==> src/popjd_pkg.sv <==
// Purpose: shared constants and types of the port output and page jump decoder
// Assumes: one clock edge is one instruction cycle
// Notes:   opcodes, page geometry, register offsets and reset values live here
`default_nettype none
package popjd_pkg;
    // =========================================================================
    // opcodes
    localparam logic [7:0] OP_PREFIX        = 8'h33;
    localparam logic [7:0] OP2_DIGIT_OUT    = 8'h3e;
    localparam logic [7:0] OP2_RAM_GENERAL  = 8'h3a;
    localparam logic [7:0] OP2_RAM_SECOND   = 8'h3b;
    localparam logic [3:0] OP2_IMM_HI       = 4'h5;
    localparam logic [7:0] OP_TABLE_JUMP    = 8'hff;
    localparam logic [7:0] OP_TABLE_LOOKUP  = 8'hbf;
    localparam logic [1:0] OP_JUMP_TOP      = 2'b11;
    localparam logic [1:0] OP_CALL_TOP      = 2'b10;
    // =========================================================================
    // program memory geometry
    localparam int PAGE_BITS    = 6;
    localparam int PAGE_WORDS   = 64;
    localparam int SUB_BITS     = 7;
    localparam int SUB_PAGE_LO  = 2;
    localparam int SUB_PAGE_HI  = 3;
    // =========================================================================
    // register port offsets
    localparam logic [1:0] REG_ACC    = 2'h0;
    localparam logic [1:0] REG_SERIAL = 2'h1;
    localparam logic [1:0] REG_STATUS = 2'h2;
    localparam logic [1:0] REG_PORTS  = 2'h3;
    // =========================================================================
    // reset values
    localparam logic [3:0] RST_NIBBLE = 4'h0;
    localparam logic [7:0] RST_BYTE   = 8'h00;
    localparam logic       RST_BIT    = 1'b0;
    // =========================================================================
    // types
    typedef enum logic [0:0] {
        ST_FETCH  = 1'b0,
        ST_SECOND = 1'b1
    } popjd_state_t;
    typedef enum logic [1:0] {
        JK_STEP = 2'b00,
        JK_PAGE = 2'b01,
        JK_CALL = 2'b10
    } popjd_jkind_t;
endpackage
`default_nettype wire

==> src/popjd_pc_if.sv <==
// Purpose: carries the incremented counter and opcode to the target logic
// Assumes: purely combinational between the two ends
// Notes:   kind tells the decoder which way the counter goes
`timescale 1ns/1ps
`default_nettype none
interface popjd_pc_if
    import popjd_pkg::*;
#(
    parameter int PC_W = 10
);
    logic [PC_W-1:0] pc_inc;
    logic [7:0]      opcode;
    logic [PC_W-1:0] pc_target;
    popjd_jkind_t    kind;
    modport decode (output pc_inc, output opcode, input pc_target, input kind);
    modport target (input pc_inc, input opcode, output pc_target, output kind);
endinterface
`default_nettype wire

==> src/popjd_decoder.sv <==
// Purpose: decode and execute of port output, serial swap and page jumps
// Assumes: rom_data holds the byte at pc_r in the same instruction cycle
// Notes:   one clock edge is one instruction cycle; other opcodes just step
//
// Functional notes
// - prefixed 3e drives pointer digit to port
// - prefixed 5y writes immediate to general port
// - prefixed 3a copies ram nibble to general port
// - prefixed 3b copies ram to secondary port
// - serial swap exchanges accumulator and shift register
// - serial swap copies carry into clock latch
// - second processor treats serial swap as no-op
// - program memory pages are 64 words
// - counter advances before each instruction executes
// - short jump replaces only low six bits
// - jump from page last word lands next page
// - top bits 11 mark the short jump
// - inside pages two and three load seven bits
// - short call always lands in page two
// - top bits 10 mark call; bf is lookup
`timescale 1ns/1ps
`default_nettype none
module popjd_decoder
    import popjd_pkg::*;
#(
    parameter int          PC_W            = 10,
    parameter int          STACK_DEPTH     = 3,
    parameter logic [7:0]  SWAP_OPCODE     = 8'h4f,
    parameter logic        SECOND_CPU      = 1'b0,
    parameter logic        HAS_SECOND_PORT = 1'b1
)(
    input  wire logic            clk,
    input  wire logic            rstn,
    // program fetch
    input  wire logic [7:0]      rom_data,
    output logic      [PC_W-1:0] pc_r,
    // data path inputs
    input  wire logic [3:0]      ram_nibble,
    input  wire logic [3:0]      pointer_digit_field,
    input  wire logic            carry_in,
    // register port
    input  wire logic [1:0]      reg_addr,
    input  wire logic [7:0]      reg_wdata,
    input  wire logic            reg_wr,
    input  wire logic            reg_rd,
    output logic      [7:0]      reg_rdata_r,
    // nibble ports and serial state
    output logic      [3:0]      digit_port_r,
    output logic      [3:0]      general_port_r,
    output logic      [3:0]      secondary_port_r,
    output logic      [3:0]      acc_r,
    output logic      [3:0]      serial_shift_register_r,
    output logic                 serial_clock_latch_r,
    // deferred work and stack
    output logic                 table_op_r,
    output logic      [PC_W-1:0] stack_top
);
    // =========================================================================
    // page geometry check
    // sanity: the page width used by the target logic matches the page size
    localparam logic PAGE_OK = ((1 << PAGE_BITS) == PAGE_WORDS);

    // =========================================================================
    // state and decode signals
    popjd_state_t    state_r;
    popjd_state_t    state_nxt;
    logic [PC_W-1:0] pc_inc;
    logic [PC_W-1:0] pc_nxt;
    logic            in_fetch;
    logic            is_prefix;
    logic            is_swap;
    logic            swap_en;
    logic            do_digit;
    logic            do_imm;
    logic            do_ram_g;
    logic            do_ram_h;
    logic            do_call;
    logic            is_table;
    logic            acc_wr_en;
    logic            shift_wr_en;

    popjd_pc_if #(.PC_W(PC_W)) pcj ();

    // =========================================================================
    // page target and stack
    popjd_page_target #(
        .PC_W (PC_W)
    ) u_target (
        .pc (pcj.target)
    );

    popjd_return_stack #(
        .PC_W  (PC_W),
        .DEPTH (STACK_DEPTH)
    ) u_stack (
        .clk       (clk),
        .rstn      (rstn),
        .push      (do_call),
        .push_data (pc_inc),
        .top       (stack_top)
    );

    // =========================================================================
    // counter advance
    // every byte advances the counter before it is acted on
    assign pc_inc     = pc_r + PC_W'(1);
    assign pcj.pc_inc = pc_inc;
    assign pcj.opcode = rom_data;

    // =========================================================================
    // instruction decode
    assign in_fetch  = (state_r == ST_FETCH);
    assign is_prefix = in_fetch && (rom_data == OP_PREFIX);
    assign is_swap   = in_fetch && (rom_data == SWAP_OPCODE);
    // the second processor sees the swap opcode but does nothing with it
    assign swap_en   = is_swap && !SECOND_CPU;
    assign is_table  = in_fetch
                       && (rom_data == OP_TABLE_JUMP || rom_data == OP_TABLE_LOOKUP);
    assign do_call   = in_fetch && !is_prefix && !is_swap
                       && (pcj.kind == JK_CALL);

    // second byte of a prefixed instruction
    assign do_digit  = !in_fetch && (rom_data == OP2_DIGIT_OUT);
    assign do_imm    = !in_fetch && (rom_data[7:4] == OP2_IMM_HI);
    assign do_ram_g  = !in_fetch && (rom_data == OP2_RAM_GENERAL);
    // the secondary port only answers where it is built
    assign do_ram_h  = !in_fetch && (rom_data == OP2_RAM_SECOND)
                       && HAS_SECOND_PORT;

    // register port writes
    assign acc_wr_en = reg_wr && (reg_addr == REG_ACC);
    assign shift_wr_en = reg_wr && (reg_addr == REG_SERIAL);

    // =========================================================================
    // sequencing
    always_comb begin
        state_nxt = ST_FETCH;
        pc_nxt    = pc_inc;
        unique case (state_r)
            ST_FETCH: begin
                if (is_prefix) begin
                    // two-byte forms take the second cycle to execute
                    state_nxt = ST_SECOND;
                end else if (!is_swap && pcj.kind != JK_STEP) begin
                    pc_nxt = pcj.pc_target;
                end
            end
            ST_SECOND: begin
                // any second byte ends the instruction; unknown ones act as no-ops
                state_nxt = ST_FETCH;
            end
        endcase
    end

    always_ff @(posedge clk) begin
        if (!rstn) begin
            state_r <= ST_FETCH;
        end else begin
            state_r <= state_nxt;
        end
    end

    always_ff @(posedge clk) begin
        if (!rstn) begin
            pc_r <= '0;
        end else begin
            pc_r <= pc_nxt;
        end
    end

    // =========================================================================
    // output ports
    always_ff @(posedge clk) begin
        if (!rstn) begin
            digit_port_r <= RST_NIBBLE;
        end else if (do_digit) begin
            digit_port_r <= pointer_digit_field;
        end
    end

    always_ff @(posedge clk) begin
        if (!rstn) begin
            general_port_r <= RST_NIBBLE;
        end else if (do_imm) begin
            general_port_r <= rom_data[3:0];
        end else if (do_ram_g) begin
            general_port_r <= ram_nibble;
        end
    end

    always_ff @(posedge clk) begin
        if (!rstn) begin
            secondary_port_r <= RST_NIBBLE;
        end else if (do_ram_h) begin
            secondary_port_r <= ram_nibble;
        end
    end

    // =========================================================================
    // accumulator and serial exchange
    // the swap beats a register write in the same cycle so software cannot
    // lose the value the serial side just delivered
    always_ff @(posedge clk) begin
        if (!rstn) begin
            acc_r <= RST_NIBBLE;
        end else if (swap_en) begin
            acc_r <= serial_shift_register_r;
        end else if (acc_wr_en) begin
            acc_r <= reg_wdata[3:0];
        end
    end

    always_ff @(posedge clk) begin
        if (!rstn) begin
            serial_shift_register_r <= RST_NIBBLE;
        end else if (swap_en) begin
            serial_shift_register_r <= acc_r;
        end else if (shift_wr_en) begin
            serial_shift_register_r <= reg_wdata[3:0];
        end
    end

    // carry is only read here, never written, so it stays as it was
    always_ff @(posedge clk) begin
        if (!rstn) begin
            serial_clock_latch_r <= RST_BIT;
        end else if (swap_en) begin
            serial_clock_latch_r <= carry_in;
        end
    end

    // =========================================================================
    // deferred table opcodes
    // table jump and lookup are executed elsewhere; flag them for one cycle
    always_ff @(posedge clk) begin
        if (!rstn) begin
            table_op_r <= RST_BIT;
        end else begin
            table_op_r <= is_table;
        end
    end

    // =========================================================================
    // register read port
    always_ff @(posedge clk) begin
        if (!rstn) begin
            reg_rdata_r <= RST_BYTE;
        end else if (reg_rd) begin
            unique case (reg_addr)
                REG_ACC:    reg_rdata_r <= {4'h0, acc_r};
                REG_SERIAL: reg_rdata_r <= {4'h0, serial_shift_register_r};
                REG_STATUS: reg_rdata_r <= {5'h00, PAGE_OK, serial_clock_latch_r,
                                            state_r};
                REG_PORTS:  reg_rdata_r <= {secondary_port_r, general_port_r};
            endcase
        end else begin
            // data stand for one cycle only after a read
            reg_rdata_r <= RST_BYTE;
        end
    end

endmodule
`default_nettype wire

==> src/popjd_page_target.sv <==
// Purpose: forms jump targets from the incremented counter and call targets in page two
// Assumes: pc_inc already holds the counter advanced past the opcode
// Notes:   table opcodes pass through as a plain step
`timescale 1ns/1ps
`default_nettype none
module popjd_page_target
    import popjd_pkg::*;
#(
    parameter int PC_W = 10
)(
    popjd_pc_if.target pc
);
    localparam int PG_W = PC_W - PAGE_BITS;
    logic [PG_W-1:0] page;
    logic            in_sub;
    always_comb begin
        page   = pc.pc_inc[PC_W-1:PAGE_BITS];
        in_sub = (page == PG_W'(SUB_PAGE_LO)) || (page == PG_W'(SUB_PAGE_HI));
        pc.kind      = JK_STEP;
        pc.pc_target = pc.pc_inc;
        if (pc.opcode == OP_TABLE_JUMP || pc.opcode == OP_TABLE_LOOKUP) begin
            pc.kind = JK_STEP;
        end else if (in_sub && pc.opcode[7]) begin
            pc.kind      = JK_PAGE;
            pc.pc_target = {pc.pc_inc[PC_W-1:SUB_BITS], pc.opcode[SUB_BITS-1:0]};
        end else if (pc.opcode[7:6] == OP_JUMP_TOP) begin
            // upper bits come from the advanced counter, so a jump on a last word crosses
            pc.kind      = JK_PAGE;
            pc.pc_target = {pc.pc_inc[PC_W-1:PAGE_BITS], pc.opcode[PAGE_BITS-1:0]};
        end else if (pc.opcode[7:6] == OP_CALL_TOP) begin
            pc.kind      = JK_CALL;
            pc.pc_target = {PG_W'(SUB_PAGE_LO), pc.opcode[PAGE_BITS-1:0]};
        end
    end
endmodule
`default_nettype wire

==> src/popjd_return_stack.sv <==
// Purpose: subroutine return stack, pushed by the short call
// Assumes: returns are handled outside this block
// Notes:   oldest entry falls off the bottom when the stack overflows
`timescale 1ns/1ps
`default_nettype none
module popjd_return_stack #(
    parameter int PC_W  = 10,
    parameter int DEPTH = 3
)(
    input  wire logic            clk,
    input  wire logic            rstn,
    input  wire logic            push,
    input  wire logic [PC_W-1:0] push_data,
    output logic      [PC_W-1:0] top
);
    logic [PC_W-1:0] entry_r [DEPTH];
    genvar i;
    generate
        for (i = 0; i < DEPTH; i++) begin : g_lvl
            always_ff @(posedge clk) begin
                if (!rstn) begin
                    entry_r[i] <= '0;
                end else if (push) begin
                    entry_r[i] <= (i == 0) ? push_data : entry_r[(i == 0) ? 0 : i-1];
                end
            end
        end
    endgenerate
    assign top = entry_r[0];
endmodule
`default_nettype wire

==> config.mk <==
export PLATFORM = sky130hd
export DESIGN_NAME = popjd_decoder
export DESIGN_NICKNAME = d
export VERILOG_FILES = /design/src/popjd_pkg.sv /design/src/popjd_pc_if.sv /design/src/popjd_decoder.sv /design/src/popjd_page_target.sv /design/src/popjd_return_stack.sv
export SDC_FILE = /design/constraint.sdc
export NUM_CORES = 1
export LEC_CHECK = 0
export ABC_AREA = 1
export BUFFER_PORTS_ARGS = -buffer_cell sky130_fd_sc_hd__buf_2
export CORE_ASPECT_RATIO = 1.2
export CORE_MARGIN = 3
export CORE_UTILIZATION = 50
export DETAILED_ROUTE_END_ITERATION = 7
export PLACE_DENSITY = 0.86
export RECOVER_POWER = 100
export SLEW_MARGIN = 20
export SYNTH_ARGS = -nofsm -noshare
export SYNTH_HDL_FRONTEND = slang
export SYNTH_SLANG_ARGS = --single-unit
export TNS_END_PERCENT = 1
==> constraint.sdc <==
create_clock -name clk -period 2.3 [get_ports clk]
set_input_delay 0.115 -clock clk [delete_from_list [all_inputs] [get_ports clk]]
set_output_delay 0.115 -clock clk [all_outputs]
set_load 0.005 [all_outputs]
==> metrics.csv <==
stage,metric,value,unit
hold_path,Hold/Removal Path Class,in -> reg,
clocking,Max Root-Sink Buffers,2,
synth,number of synthesized flops with an enable pin,10,
clocking,Worst-path clk slew,0.09,ns
floorplan,Site Rows,26,
clocking,worst-skew pair later-pin latency,0.30,ns
placement,DP Area,2791,sq um
floorplan,# IOs,81,
global_route,initial antenna violation count,0,
setup_path,critical path peak fanout,10,
routing,total number of vias,2320,
timing,Setup WS post-layout,0.3407,ns
synth,post-synth cell types,32,
final_layout,Non-Filler Instances,455,
timing,Rel. slew slack,0.2367,
final_layout,Layout Utilization,0.6442,
synth,cell taking the most area after synthesis,dfxtp_1,
setup_path,Worst Path Arrival,1.89,ns
floorplan,core area,4424,sq um
clocking,H-tree levels,2,
power,pwr/cell area,606.1,nW/um^2
routing,Iter 0 DRT Violations,128,
setup_path,critical path endpoint category,flip-flop,
final_layout,post-route cell area,2850,sq um
timing,worst hold margin,0.03381,ns
synth,Synth top area share,0.3440,
timing,Worst Max-Slew Pin Slew,1.145,ns
clocking,post-CTS resize count,0,
timing,RSZ-0062 raised after global routing,false,
routing,Residual DRC,0,
timing,min cycle time layout,1.959,ns
clocking,number of hold buffers added after CTS,0,
clocking,Root Driver,clkbuf_8,
synth,synthesized area,2386,sq um
setup_path,crit start category,flip-flop,
routing,post-DR wirelength/cell,12.12,um
routing,Final ANT Viol Nets,0,
synth,register bit total from synthesis,51,
clocking,Num CTS Buffers,5,
routing,via/cell ratio,5.099,
synth,Synth Area per Inst,7.410,sq um
final_layout,nets@finish,430,
global_route,largest net degree at the start of global routing,32,
clocking,CTS tree,built,
routing,Initial DRT Pass Iterations,4,
floorplan,starting density of the core,0.5393,
synth,Cells after Synth,322,
placement,post-DP HPWL,4.219,mm
timing,TNS Setup,0,ns
timing,Layout Skew,0.004217,ns
floorplan,total die area,5640,sq um
placement,I/O Buffers,76,
clocking,clk sink count,51,
final_layout,layout cell share with drive strength beyond 1,0.1855,
synth,Post-synth top cells,"67 x nand2_1, 54 x nor2_1, 41 x dfxtp_1",
synth,Synth Flop Type,dfxtp_1,
final_layout,Inserted Diodes,0,
placement,pre-CTS setup slack,0.3245,ns
routing,drt total wl,5.516,mm
synth,Synth Warn #,0,
timing,Final Cycle Share,0.8519,
final_layout,Syn-to-layout area delta,19.45,%
synth,sequential fraction of the synthesis area,0.4698,
synth,top-count cell post-synth,nand2_1,
synth,asr flop ratio synth,0,
synth,synth top area cells,"dfxtp_1 34%, edfxtp_1 13%, nand2_1 11%",
power,Lkg Pwr,1.372,nW
power,PnR Total Power,1.728,mW
outcome,status,completed,
global_route,gr usage total,0.1940,
timing,final hold vios,0,
global_route,vias in the first global route,2091,
global_route,global-route wire length before repair,8.880,mm
timing,max-slew violations,0,
setup_path,CP Class,reg -> reg,
placement,RD Place Congestion,0.8626,
floorplan,chip width,69.06,um
floorplan,chip height,81.68,um
clocking,Setup Buffers After CTS,0,
placement,placed cell count,447,
timing,Max Freq,0.5104,GHz
timing,final setup fails,0,
global_route,gr ovfl total,0,
power,Peak VDD IR,0.4331,mV
setup_path,Crit path required time,2.23,ns
job,max-cap viol count,0,
synth,Syn Nets,354,
[where the power goes]
| group | switching, mW | internal (mW) |
|---|---|---|
| clock | 0.283 | 0.326 |
| sequential | 0.0206 | 0.937 |
| combinational | 0.100 | 0.0607 |
[cells by family after synthesis]
kind of cell	Yosys count	synth area share
AO/OA/AOI/OAI	39	0.09125
XOR/XNOR	5	0.01835
adder cells (fa/ha/maj)	1	0.005243
buffers and inverters	48	0.08337
flip-flops	51	0.4698
AND/OR/NAND/NOR	178	0.3319
[flip-flops by register name (all words and copies together) (netlist names)]
register,cells
table_op_r,1
general_port_r,4
u_stack.entry_r,10
state_r,1
secondary_port_r,4
pc_r,10
acc_r,4
digit_port_r,4
reg_rdata_r,8
serial_shift_register_r,4
serial_clock_latch_r,1
[final timing paths]
path                          start                    end  slack [ns]  cells past startpoint
max                         pc_r[0]  u_stack.entry_r[0][4]        0.34                     10
min          pointer_digit_field[0]        digit_port_r[0]        0.03                      3
max reg2reg                 pc_r[0]  u_stack.entry_r[0][4]        0.34                     10
min reg2reg     secondary_port_r[0]         reg_rdata_r[4]        0.47                      2
[layer usage]
metal / global-route usage / share of wire / wire [um]
met5: 0 / 0 / 0
met4: 0.05664 / 0.0078 / 43
met3: 0.04774 / 0.070 / 387
met2: 0.3521 / 0.48 / 2670
met1: 0.2286 / 0.44 / 2414
[cells in the final DEF (no fill, tap or decap), types with 2 or more instances in the layout]
cell / n
a41oi_1: 2
nand4_1: 2
clkbuf_1: 24
nand3_2: 2
nand2_2: 4
nand3_1: 33
o21ai_0: 25
nor2_2: 6
inv_1: 39
clkbuf_8: 5
o211ai_1: 2
edfxtp_1: 10
nor2_1: 54
a21oi_1: 6
xor2_1: 4
dfxtp_1: 41
nand2_1: 68
nor3_1: 6
buf_2: 54
[area by class of cell]
class | instances | area, sq um
clock inverter | 1 | 30.03
sequential | 51 | 1121
tap | 56 | 70.07
inverter | 41 | 153.9
fill | 405 | 1574
clock buffer | 7 | 76.32
timing repair buffer | 76 | 352.8
multi-input combinational | 223 | 1046
[worst max-delay path, stage by stage, from the launching register on]
cell and delay, ns:
dfxtp_1 0.44, ha_1 0.22, nand2_1 0.09, nor2_2 0.19, nand2_1 0.10, nand2_1 0.06
nand2_1 0.05, nor2_2 0.11, nand2_2 0.06, nand2_1 0.05, nand2_1 0.23
No activity file was read; power rests on OpenSTA's default activity.
